--- src/hdl/nvm_cfg_pkg.sv ---
/*
 * shared constants and types for the nonvolatile configuration loader.
 * assumes a byte-wide register access port decoded by the serial control port.
 */
`default_nettype none
package nvm_cfg_pkg;
   // ****************************************************************
   // register map
   // ****************************************************************
   localparam logic [11:0] DESC_FIRST_ADDR   = 12'h0a00;
   localparam logic [11:0] DESC_LAST_ADDR    = 12'h0a16;
   localparam logic [11:0] BUSY_ADDR         = 12'h0b00;
   localparam logic [11:0] ERROR_ADDR        = 12'h0b01;
   localparam logic [11:0] RELOAD_WREN_ADDR  = 12'h0b02;
   localparam logic [11:0] STORE_ADDR        = 12'h0b03;
   localparam int          DESC_COUNT        = 23;
   localparam int          WREN_BIT          = 0;
   localparam int          RELOAD_BIT        = 1;
   localparam int          STORE_BIT         = 0;
   localparam int          BUSY_BIT          = 0;
   localparam int          ERROR_BIT         = 0;
   // ****************************************************************
   // descriptor encoding: bit 7 set marks an opcode, else the byte count less one
   // ****************************************************************
   localparam logic [7:0]  OP_MARK           = 8'h80;
   localparam logic [7:0]  OP_APPLY          = 8'h80;
   localparam logic [7:0]  OP_END            = 8'hff;
   localparam logic [7:0]  ZERO_BYTE         = 8'h00;
   localparam logic [7:0]  DEF_COUNT         = 8'h7f;
   localparam logic [7:0]  DEF_ADDR_HI       = 8'h00;
   localparam logic [7:0]  DEF_ADDR_LO       = 8'h00;

   typedef struct packed {
      logic        wr;
      logic        rd;
      logic [11:0] addr;
      logic [7:0]  wdata;
   } reg_req_t;

   typedef struct packed {
      logic        wr;
      logic        rd;
      logic [11:0] addr;
      logic [7:0]  wdata;
   } mem_req_t;
endpackage : nvm_cfg_pkg
`default_nettype wire

--- src/hdl/nvm_walk_fsm.sv ---
/*
 * descriptor walker: steps through descriptor bytes and moves bytes
 * between the buffer bank and the nonvolatile memory.
 * assumes the memory and the buffer answer reads in the next cycle.
 */
`default_nettype none
module nvm_walk_fsm
   import nvm_cfg_pkg::*;
(
   input  wire logic         core_clk_i,
   input  wire logic         rst_n_i,
   input  wire logic         start_i,
   input  wire logic         to_nvm_i,
   input  wire logic [7:0]   desc_byte_i,
   output logic      [4:0]   desc_idx_o,
   output mem_req_t          mem_req_o,
   input  wire logic [7:0]   mem_rdata_i,
   input  wire logic         mem_err_i,
   output mem_req_t          buf_req_o,
   input  wire logic [7:0]   buf_rdata_i,
   output logic              apply_o,
   output logic              done_o,
   output logic              err_o
);
   typedef enum logic [5:0] {
      S_IDLE  = 6'b000001,
      S_CNT   = 6'b000010,
      S_AHI   = 6'b000100,
      S_ALO   = 6'b001000,
      S_RD    = 6'b010000,
      S_WR    = 6'b100000
   } walk_t;

   walk_t       state_reg;
   walk_t       state_next;
   logic [4:0]  idx_reg;
   logic [7:0]  cnt_reg;
   logic [11:0] addr_reg;
   logic [11:0] nvm_ptr_reg;
   logic        err_reg;
   logic        is_op;

   assign is_op      = (desc_byte_i & OP_MARK) != ZERO_BYTE;
   assign desc_idx_o = idx_reg;
   assign err_o      = err_reg;

   // ****************************************************************
   // next state
   // ****************************************************************
   always_comb
   begin
      state_next = state_reg;
      case (state_reg)
         S_IDLE: if (start_i) state_next = S_CNT;
         S_CNT:  if (is_op && desc_byte_i == OP_END) state_next = S_IDLE;
                 else if (is_op) state_next = S_CNT;
                 else state_next = S_AHI;
         S_AHI:  state_next = S_ALO;
         S_ALO:  state_next = S_RD;
         S_RD:   state_next = S_WR;
         S_WR:   state_next = (cnt_reg == ZERO_BYTE) ? S_CNT : S_RD;
         default: state_next = S_IDLE;
      endcase
   end

   // ****************************************************************
   // datapath
   // ****************************************************************
   always_ff @(posedge core_clk_i)
   begin
      if (!rst_n_i)
      begin
         state_reg   <= S_IDLE;
         idx_reg     <= '0;
         cnt_reg     <= ZERO_BYTE;
         addr_reg    <= '0;
         nvm_ptr_reg <= '0;
         err_reg     <= 1'b0;
      end
      else
      begin
         state_reg <= state_next;
         if (state_reg == S_IDLE && start_i)
         begin
            idx_reg     <= '0;
            nvm_ptr_reg <= '0;
            err_reg     <= 1'b0;
         end
         else if (state_reg == S_CNT || state_reg == S_AHI || state_reg == S_ALO)
         begin
            idx_reg <= idx_reg + 5'd1;
         end
         if (state_reg == S_CNT)
            cnt_reg <= desc_byte_i;
         if (state_reg == S_AHI)
            addr_reg[11:8] <= desc_byte_i[3:0];
         if (state_reg == S_ALO)
            addr_reg[7:0] <= desc_byte_i;
         if (state_reg == S_WR)
         begin
            addr_reg    <= addr_reg + 12'h001;
            nvm_ptr_reg <= nvm_ptr_reg + 12'h001;
            cnt_reg     <= cnt_reg - 8'h01;
         end
         if (state_reg == S_WR && mem_err_i)
            err_reg <= 1'b1;
      end
   end

   // ****************************************************************
   // memory and buffer strobes
   // ****************************************************************
   always_comb
   begin
      mem_req_o       = '0;
      buf_req_o       = '0;
      mem_req_o.addr  = nvm_ptr_reg;
      buf_req_o.addr  = addr_reg;
      mem_req_o.rd    = (state_reg == S_RD) && !to_nvm_i;
      buf_req_o.rd    = (state_reg == S_RD) && to_nvm_i;
      mem_req_o.wr    = (state_reg == S_WR) && to_nvm_i;
      buf_req_o.wr    = (state_reg == S_WR) && !to_nvm_i;
      mem_req_o.wdata = buf_rdata_i;
      buf_req_o.wdata = mem_rdata_i;
   end

   // opcode executes while walking
   assign apply_o = (state_reg == S_CNT) && is_op && desc_byte_i == OP_APPLY;
   assign done_o  = (state_reg == S_CNT) && is_op && desc_byte_i == OP_END;
endmodule : nvm_walk_fsm
`default_nettype wire

--- src/hdl/nvm_config_store_loader.sv ---
/*
 * configuration store and reload controller with its control registers.
 * assumes a decoded byte register port from the serial control port,
 * synchronous to core_clk_i, and a rising-edge pulse of the serial clock.
 */
`default_nettype none
module nvm_config_store_loader
   import nvm_cfg_pkg::*;
(
   input  wire logic         core_clk_i,
   input  wire logic         rst_n_i,
   input  wire reg_req_t     reg_req_i,
   output logic      [7:0]   reg_rdata_o,
   input  wire logic         status_sel_i,
   output logic              status_pin_o,
   input  wire logic         mem_sel_pin_i,
   input  wire logic         sclk_rise_i,
   input  wire logic         apply_req_i,
   output logic              apply_regs_o,
   output logic              soft_reset_o,
   output mem_req_t          mem_req_o,
   input  wire logic [7:0]   mem_rdata_i,
   input  wire logic         mem_err_i,
   output mem_req_t          buf_req_o,
   input  wire logic [7:0]   buf_rdata_i
);
   // ****************************************************************
   // registers
   // ****************************************************************
   logic [7:0]  desc_reg [DESC_COUNT];
   logic        wren_reg;
   logic        store_reg;
   logic        reload_reg;
   logic        busy_reg;
   logic        to_nvm_reg;
   logic        apply_pend_reg;
   logic        apply_out_reg;
   logic        sel_s1_reg;
   logic        sel_s2_reg;
   logic [7:0]  rdata_reg;
   logic        status_reg;
   logic [4:0]  desc_idx;
   logic        walk_done;
   logic        walk_apply;
   logic        walk_err;
   logic        walk_start;
   logic        wr_desc;
   logic        wr_ctrl;
   logic        wr_store;
   logic        start_store;
   logic        start_reload;
   logic [11:0] desc_off;
   logic [7:0]  desc_sel;

   assign desc_off     = reg_req_i.addr - DESC_FIRST_ADDR;
   assign wr_desc      = reg_req_i.wr && reg_req_i.addr >= DESC_FIRST_ADDR
                         && reg_req_i.addr <= DESC_LAST_ADDR;
   assign wr_ctrl      = reg_req_i.wr && reg_req_i.addr == RELOAD_WREN_ADDR;
   assign wr_store     = reg_req_i.wr && reg_req_i.addr == STORE_ADDR;
   // a store without write enable is dropped, the memory stays protected
   assign start_store  = wr_store && reg_req_i.wdata[STORE_BIT] && wren_reg
                         && !busy_reg;
   // pin passes two flops first; a high pin blocks the reload
   assign start_reload = wr_ctrl && reg_req_i.wdata[RELOAD_BIT] && !sel_s2_reg
                         && !busy_reg;
   assign walk_start   = start_store || start_reload;
   assign desc_sel     = (desc_idx < 5'(DESC_COUNT)) ? desc_reg[desc_idx] : OP_END;

   nvm_walk_fsm u_walk (
      .core_clk_i  (core_clk_i),
      .rst_n_i     (rst_n_i),
      .start_i     (walk_start),
      .to_nvm_i    (to_nvm_reg),
      .desc_byte_i (desc_sel),
      .desc_idx_o  (desc_idx),
      .mem_req_o   (mem_req_o),
      .mem_rdata_i (mem_rdata_i),
      .mem_err_i   (mem_err_i),
      .buf_req_o   (buf_req_o),
      .buf_rdata_i (buf_rdata_i),
      .apply_o     (walk_apply),
      .done_o      (walk_done),
      .err_o       (walk_err)
   );

   // ****************************************************************
   // descriptor bank with a default of one 128-byte copy from 0x000, then apply
   // ****************************************************************
   genvar gi;
   generate
      for (gi = 0; gi < DESC_COUNT; gi++)
      begin : g_desc
         localparam logic [7:0] DEF = (gi == 0) ? DEF_COUNT :
                                      (gi == 1) ? DEF_ADDR_HI :
                                      (gi == 2) ? DEF_ADDR_LO :
                                      (gi == 3) ? OP_APPLY : OP_END;
         always_ff @(posedge core_clk_i)
         begin
            if (!rst_n_i)
               desc_reg[gi] <= DEF;
            else if (wr_desc && desc_off == 12'(gi))
               desc_reg[gi] <= reg_req_i.wdata;
         end
      end
   endgenerate

   // ****************************************************************
   // control and status
   // ****************************************************************
   always_ff @(posedge core_clk_i)
   begin
      if (!rst_n_i)
      begin
         wren_reg   <= 1'b0;
         store_reg  <= 1'b0;
         reload_reg <= 1'b0;
         busy_reg   <= 1'b0;
         to_nvm_reg <= 1'b0;
         sel_s1_reg <= 1'b1;
         sel_s2_reg <= 1'b1;
      end
      else
      begin
         sel_s1_reg <= mem_sel_pin_i;
         sel_s2_reg <= sel_s1_reg;
         if (wr_ctrl)
            wren_reg <= reg_req_i.wdata[WREN_BIT];
         if (walk_start)
         begin
            busy_reg   <= 1'b1;
            to_nvm_reg <= start_store;
            store_reg  <= start_store;
            reload_reg <= start_reload;
         end
         else if (walk_done)
         begin
            busy_reg   <= 1'b0;
            store_reg  <= 1'b0;
            reload_reg <= 1'b0;
         end
      end
   end

   // pulse the reset when a reload starts; reload walk then fills the buffer
   assign soft_reset_o = start_reload;

   // ****************************************************************
   // apply buffer to active registers on serial clock rise
   // ****************************************************************
   always_ff @(posedge core_clk_i)
   begin
      if (!rst_n_i)
      begin
         apply_pend_reg <= 1'b0;
         apply_out_reg  <= 1'b0;
      end
      else
      begin
         apply_out_reg <= apply_pend_reg && sclk_rise_i;
         if (apply_req_i || walk_apply)
            apply_pend_reg <= 1'b1;
         else if (sclk_rise_i)
            apply_pend_reg <= 1'b0;
      end
   end
   assign apply_regs_o = apply_out_reg;

   // ****************************************************************
   // readback and status pin
   // ****************************************************************
   always_ff @(posedge core_clk_i)
   begin
      if (!rst_n_i)
      begin
         rdata_reg  <= ZERO_BYTE;
         status_reg <= 1'b0;
      end
      else
      begin
         status_reg <= status_sel_i && busy_reg;
         if (reg_req_i.rd)
         begin
            rdata_reg <= ZERO_BYTE;
            if (reg_req_i.addr >= DESC_FIRST_ADDR && reg_req_i.addr <= DESC_LAST_ADDR)
               rdata_reg <= desc_reg[desc_off[4:0]];
            else if (reg_req_i.addr == BUSY_ADDR)
               rdata_reg[BUSY_BIT] <= busy_reg;
            else if (reg_req_i.addr == ERROR_ADDR)
               rdata_reg[ERROR_BIT] <= walk_err;
            else if (reg_req_i.addr == RELOAD_WREN_ADDR)
               rdata_reg <= {6'h00, reload_reg, wren_reg};
            else if (reg_req_i.addr == STORE_ADDR)
               rdata_reg[STORE_BIT] <= store_reg;
         end
      end
   end
   assign reg_rdata_o  = rdata_reg;
   assign status_pin_o = status_reg;
endmodule : nvm_config_store_loader
`default_nettype wire

--- config.mk ---
export PLATFORM = sky130hd
export DESIGN_NAME = nvm_config_store_loader
export DESIGN_NICKNAME = d
export VERILOG_FILES = /design/src/hdl/nvm_cfg_pkg.sv /design/src/hdl/nvm_walk_fsm.sv /design/src/hdl/nvm_config_store_loader.sv
export SDC_FILE = /design/constraint.sdc
export NUM_CORES = 1
export LEC_CHECK = 0
export BUFFER_PORTS_ARGS = -buffer_cell sky130_fd_sc_hd__buf_2
export CORE_AREA = 4 4 217 134
export DETAILED_ROUTE_END_ITERATION = 8
export DIE_AREA = 0 0 221 138
export GPL_TIMING_DRIVEN = 0
export PLACE_DENSITY = 0.68
export SETUP_SLACK_MARGIN = 0.1
export SKIP_LAST_GASP = 1
export SLEW_MARGIN = 0
export SYNTH_ARGS = -nofsm -noshare
export SYNTH_HDL_FRONTEND = slang
export SYNTH_SLANG_ARGS = --single-unit
--- constraint.sdc ---
create_clock -name core_clk_i -period 3.98 [get_ports core_clk_i]
set_clock_uncertainty 0.15 [all_clocks]
set_input_delay 0.796 -clock core_clk_i [delete_from_list [all_inputs] [get_ports core_clk_i]]
set_output_delay 0.796 -clock core_clk_i [all_outputs]
set_load 0.01 [all_outputs]
==> flow_summary.toml <==
[global_route]
grt_pass1_vias = 9810
antenna_found_initial = 4
grt_overflow = 0
grt_max_degree = 16
grt_pass1_wl_um = 65500
grt.total_usage = 0.288

[floorplanning]
die_w_um = 221
initial_core_util = 0.494
dieArea_um2 = 30500
die_h_um = 138
core_area_um2 = 27200
io_pins = 100
rows = 47

[run]
cap_violations = 1

[timing]
period_share = 0.993
rsz0062_at_grt = "yes"
fmax_mhz = 253
max_slew_margin = -0.0683
setup_viol = 0
hold_violations = 0
worstMarginPinSlew_ns = 1.59
fin_crit_ns = 3.95
slew_violations = 8
hold_ws_ns = 0.260

[pwr]
p_comb_frac = 0.089
pwr-share-clk = 0.420
power.leakage_uw = 0.00521
ir_worst_vdd_uv = 424
pwr-share-seq = 0.491
p_int_uw = 4560
fin_total_pwr_uw = 6020
p_sw_uw = 1460
power_density_nw_per_um2 = 392
switching_share = 0.243

[yosys]
synth_edf_count = 184
synth.net_count = 1179
synth_seq_cells = 251
synth_area_um2 = 13400
synth_async_sr_flop_share = 0
synth_cells = 1128
yosysWarnings = 0
synth_ff_type = "edfxtp_1"
synth.avg_cell_area_um2 = 11.9
yosysSeqAreaShare = 0.511
synth_cell_types = 60

[clock_tree]
cts_hold_buf = 0
cts_root_buf = "clkbuf_16"
clock_latency_ns = 0.56
cts.clk_slew.worst_paths_ns = 0.07
h-tree-depth = 1
ctsLongestPathBuffers = 3
clock_sinks = 251
cts_buffers = 25
cts_tree = "built"

[detailed_routing]
drc = 0
num_vias = 10500
firstDrtPassIters = 6
wirelength_um = 45100
routed_via_density = 6.44
ant_nets = 0
routedWlPerCell_um = 27.6
drtIter0Drc = 1673

[worst_hold_path]
holdPathStages = 1
hp-class = "flip-flop to flip-flop"
worstHoldStart = "sel_s1_reg"

[status]
status = "complete, but fails checks"
violations = "max-capacitance violations, max-slew violations"

[cells_and_area]
synthToLayoutAreaGrowth_pct = 14.2
final_common_cell = "edfxtp_1"
largest_reg_flops = 184
num-nets-final = 1298
layout_common_cells = "edfxtp_1, or2_2, buf_2, nor2_1, mux4_2"
final_layout_size_suffix_gt1_frac = 0.312
fillers = 2326

[setup_path]
start_kind = "input port"
end_kind = "flip-flop"
worstPathMaxFanout = 10
crit_type = "input port to flip-flop"
r2r_cells = 8
crit_arrival_ns = 3.98
crit_required_ns = 4.01
startpoint = "reg_req_i[8]"

[placement]
portBuffers = 80
gp_congestion = 1.03
dp_hpwl_um = 34200
==> synth_stat cells, types with 9 or more instances <==
library cell  instances  share of area
a21oi_1              24         0.0089
and2_1               23          0.011
and3_1               12         0.0056
buf_2                13         0.0048
buf_4                19          0.011
clkbuf_1             54          0.015
dfxtp_1              67           0.10
edfxtp_1            184           0.41
inv_1                12         0.0034
mux2i_1              38          0.028
mux4_2               88           0.15
nand2_1              81          0.023
nand2b_1             33          0.015
nand3_1              42          0.016
nand4_1              10         0.0047
nor2_1               95          0.027
nor2b_1               9         0.0042
nor3_1               15         0.0056
nor4_1               13         0.0061
o21ai_0              54          0.020
or2_2                95          0.044
or3_1                38          0.018
==> routing by layer <==
metal / global-route usage / wire length [um] / vias to the layer above
met5: 0.0292 / 191 / -
met4: 0.0492 / 919 / 6
met3: 0.154 / 8510 / 101
met2: 0.368 / 16700 / 810
met1: 0.436 / 18700 / 5153
li1: - / - / 4451
==> worst max-delay path, cell delays in order <==
cell	delay, ns
buf_2	0.12
buf_2	0.38
buf_2	0.41
buf_2	0.44
nor2b_1	0.18
clkbuf_1	0.35
nand2_1	0.14
clkbuf_1	0.31
o21ai_1	0.83
==> power by group through the flow <==
| stage | combinational, uW | clock (uW) | sequential [uW] |
|---|---|---|---|
| finish | 534 | 2530 | 2960 |
| global placement | 488 | 0 | 3010 |
| CTS | 505 | 2530 | 2950 |
| detailed placement | 502 | 0 | 3010 |
| global route | 553 | 2640 | 2960 |
| floorplan | 302 | 0 | 2980 |
==> final timing paths <==
kind,to,slack (ns)
min reg2reg,sel_s2_reg,0.26
max,desc_reg[1][2],0.03
max reg2reg,reload_reg,0.04
min,sel_s2_reg,0.26
==> cell type report <==
cell class | count | area, um^2 | area share
inverter | 12 | 45.0 | 0.00294
timing repair buffer | 92 | 490 | 0.0320
buffer | 96 | 475 | 0.0310
multi-input combinational | 769 | 6130 | 0.399
clock buffer | 35 | 754 | 0.0492
sequential | 251 | 6870 | 0.448
tap | 367 | 459 | 0.0299
antenna | 1 | 2.50 | 0.000163
clock inverter | 11 | 120 | 0.00783
==> kinds of logic after synthesis <==
| group | share of synthesized area |
|---|---|
| adders and majority gates | 0.00559 |
| AOI/OAI and AO/OA | 0.0647 |
| and+or+nand+nor | 0.195 |
| DFF | 0.511 |
| muxes | 0.180 |
| xor gates and xnor gates | 0.00457 |
| buffers and inverters | 0.0384 |
==> repair_timing <==
action / CTS / global route
pin swaps: 0 / 1
setup buffers: 0 / 2
setup endpoints to repair: 65 / 78
gates resized for setup: 12 / 12
==> stage by stage <==
step | util | setup TNS [ns] | instance area (um^2) | setup slack, ns | std cells
2_1_floorplan | - | 0 | 13400 | 0.426 | 1128
3_3_place_gp | 0.526 | -158.24 | 14300 | -1.20 | 1575
3_5_place_dp | 0.529 | -85.93 | 14400 | -1.01 | 1585
4_1_cts | 0.562 | 0 | 15300 | 0.0809 | 1631
5_1_grt | 0.565 | -1.15 | 15300 | -0.147 | 1633
6_report | 0.565 | 0 | 15300 | 0.0274 | 1634
Power figures use the tool's default switching activity.
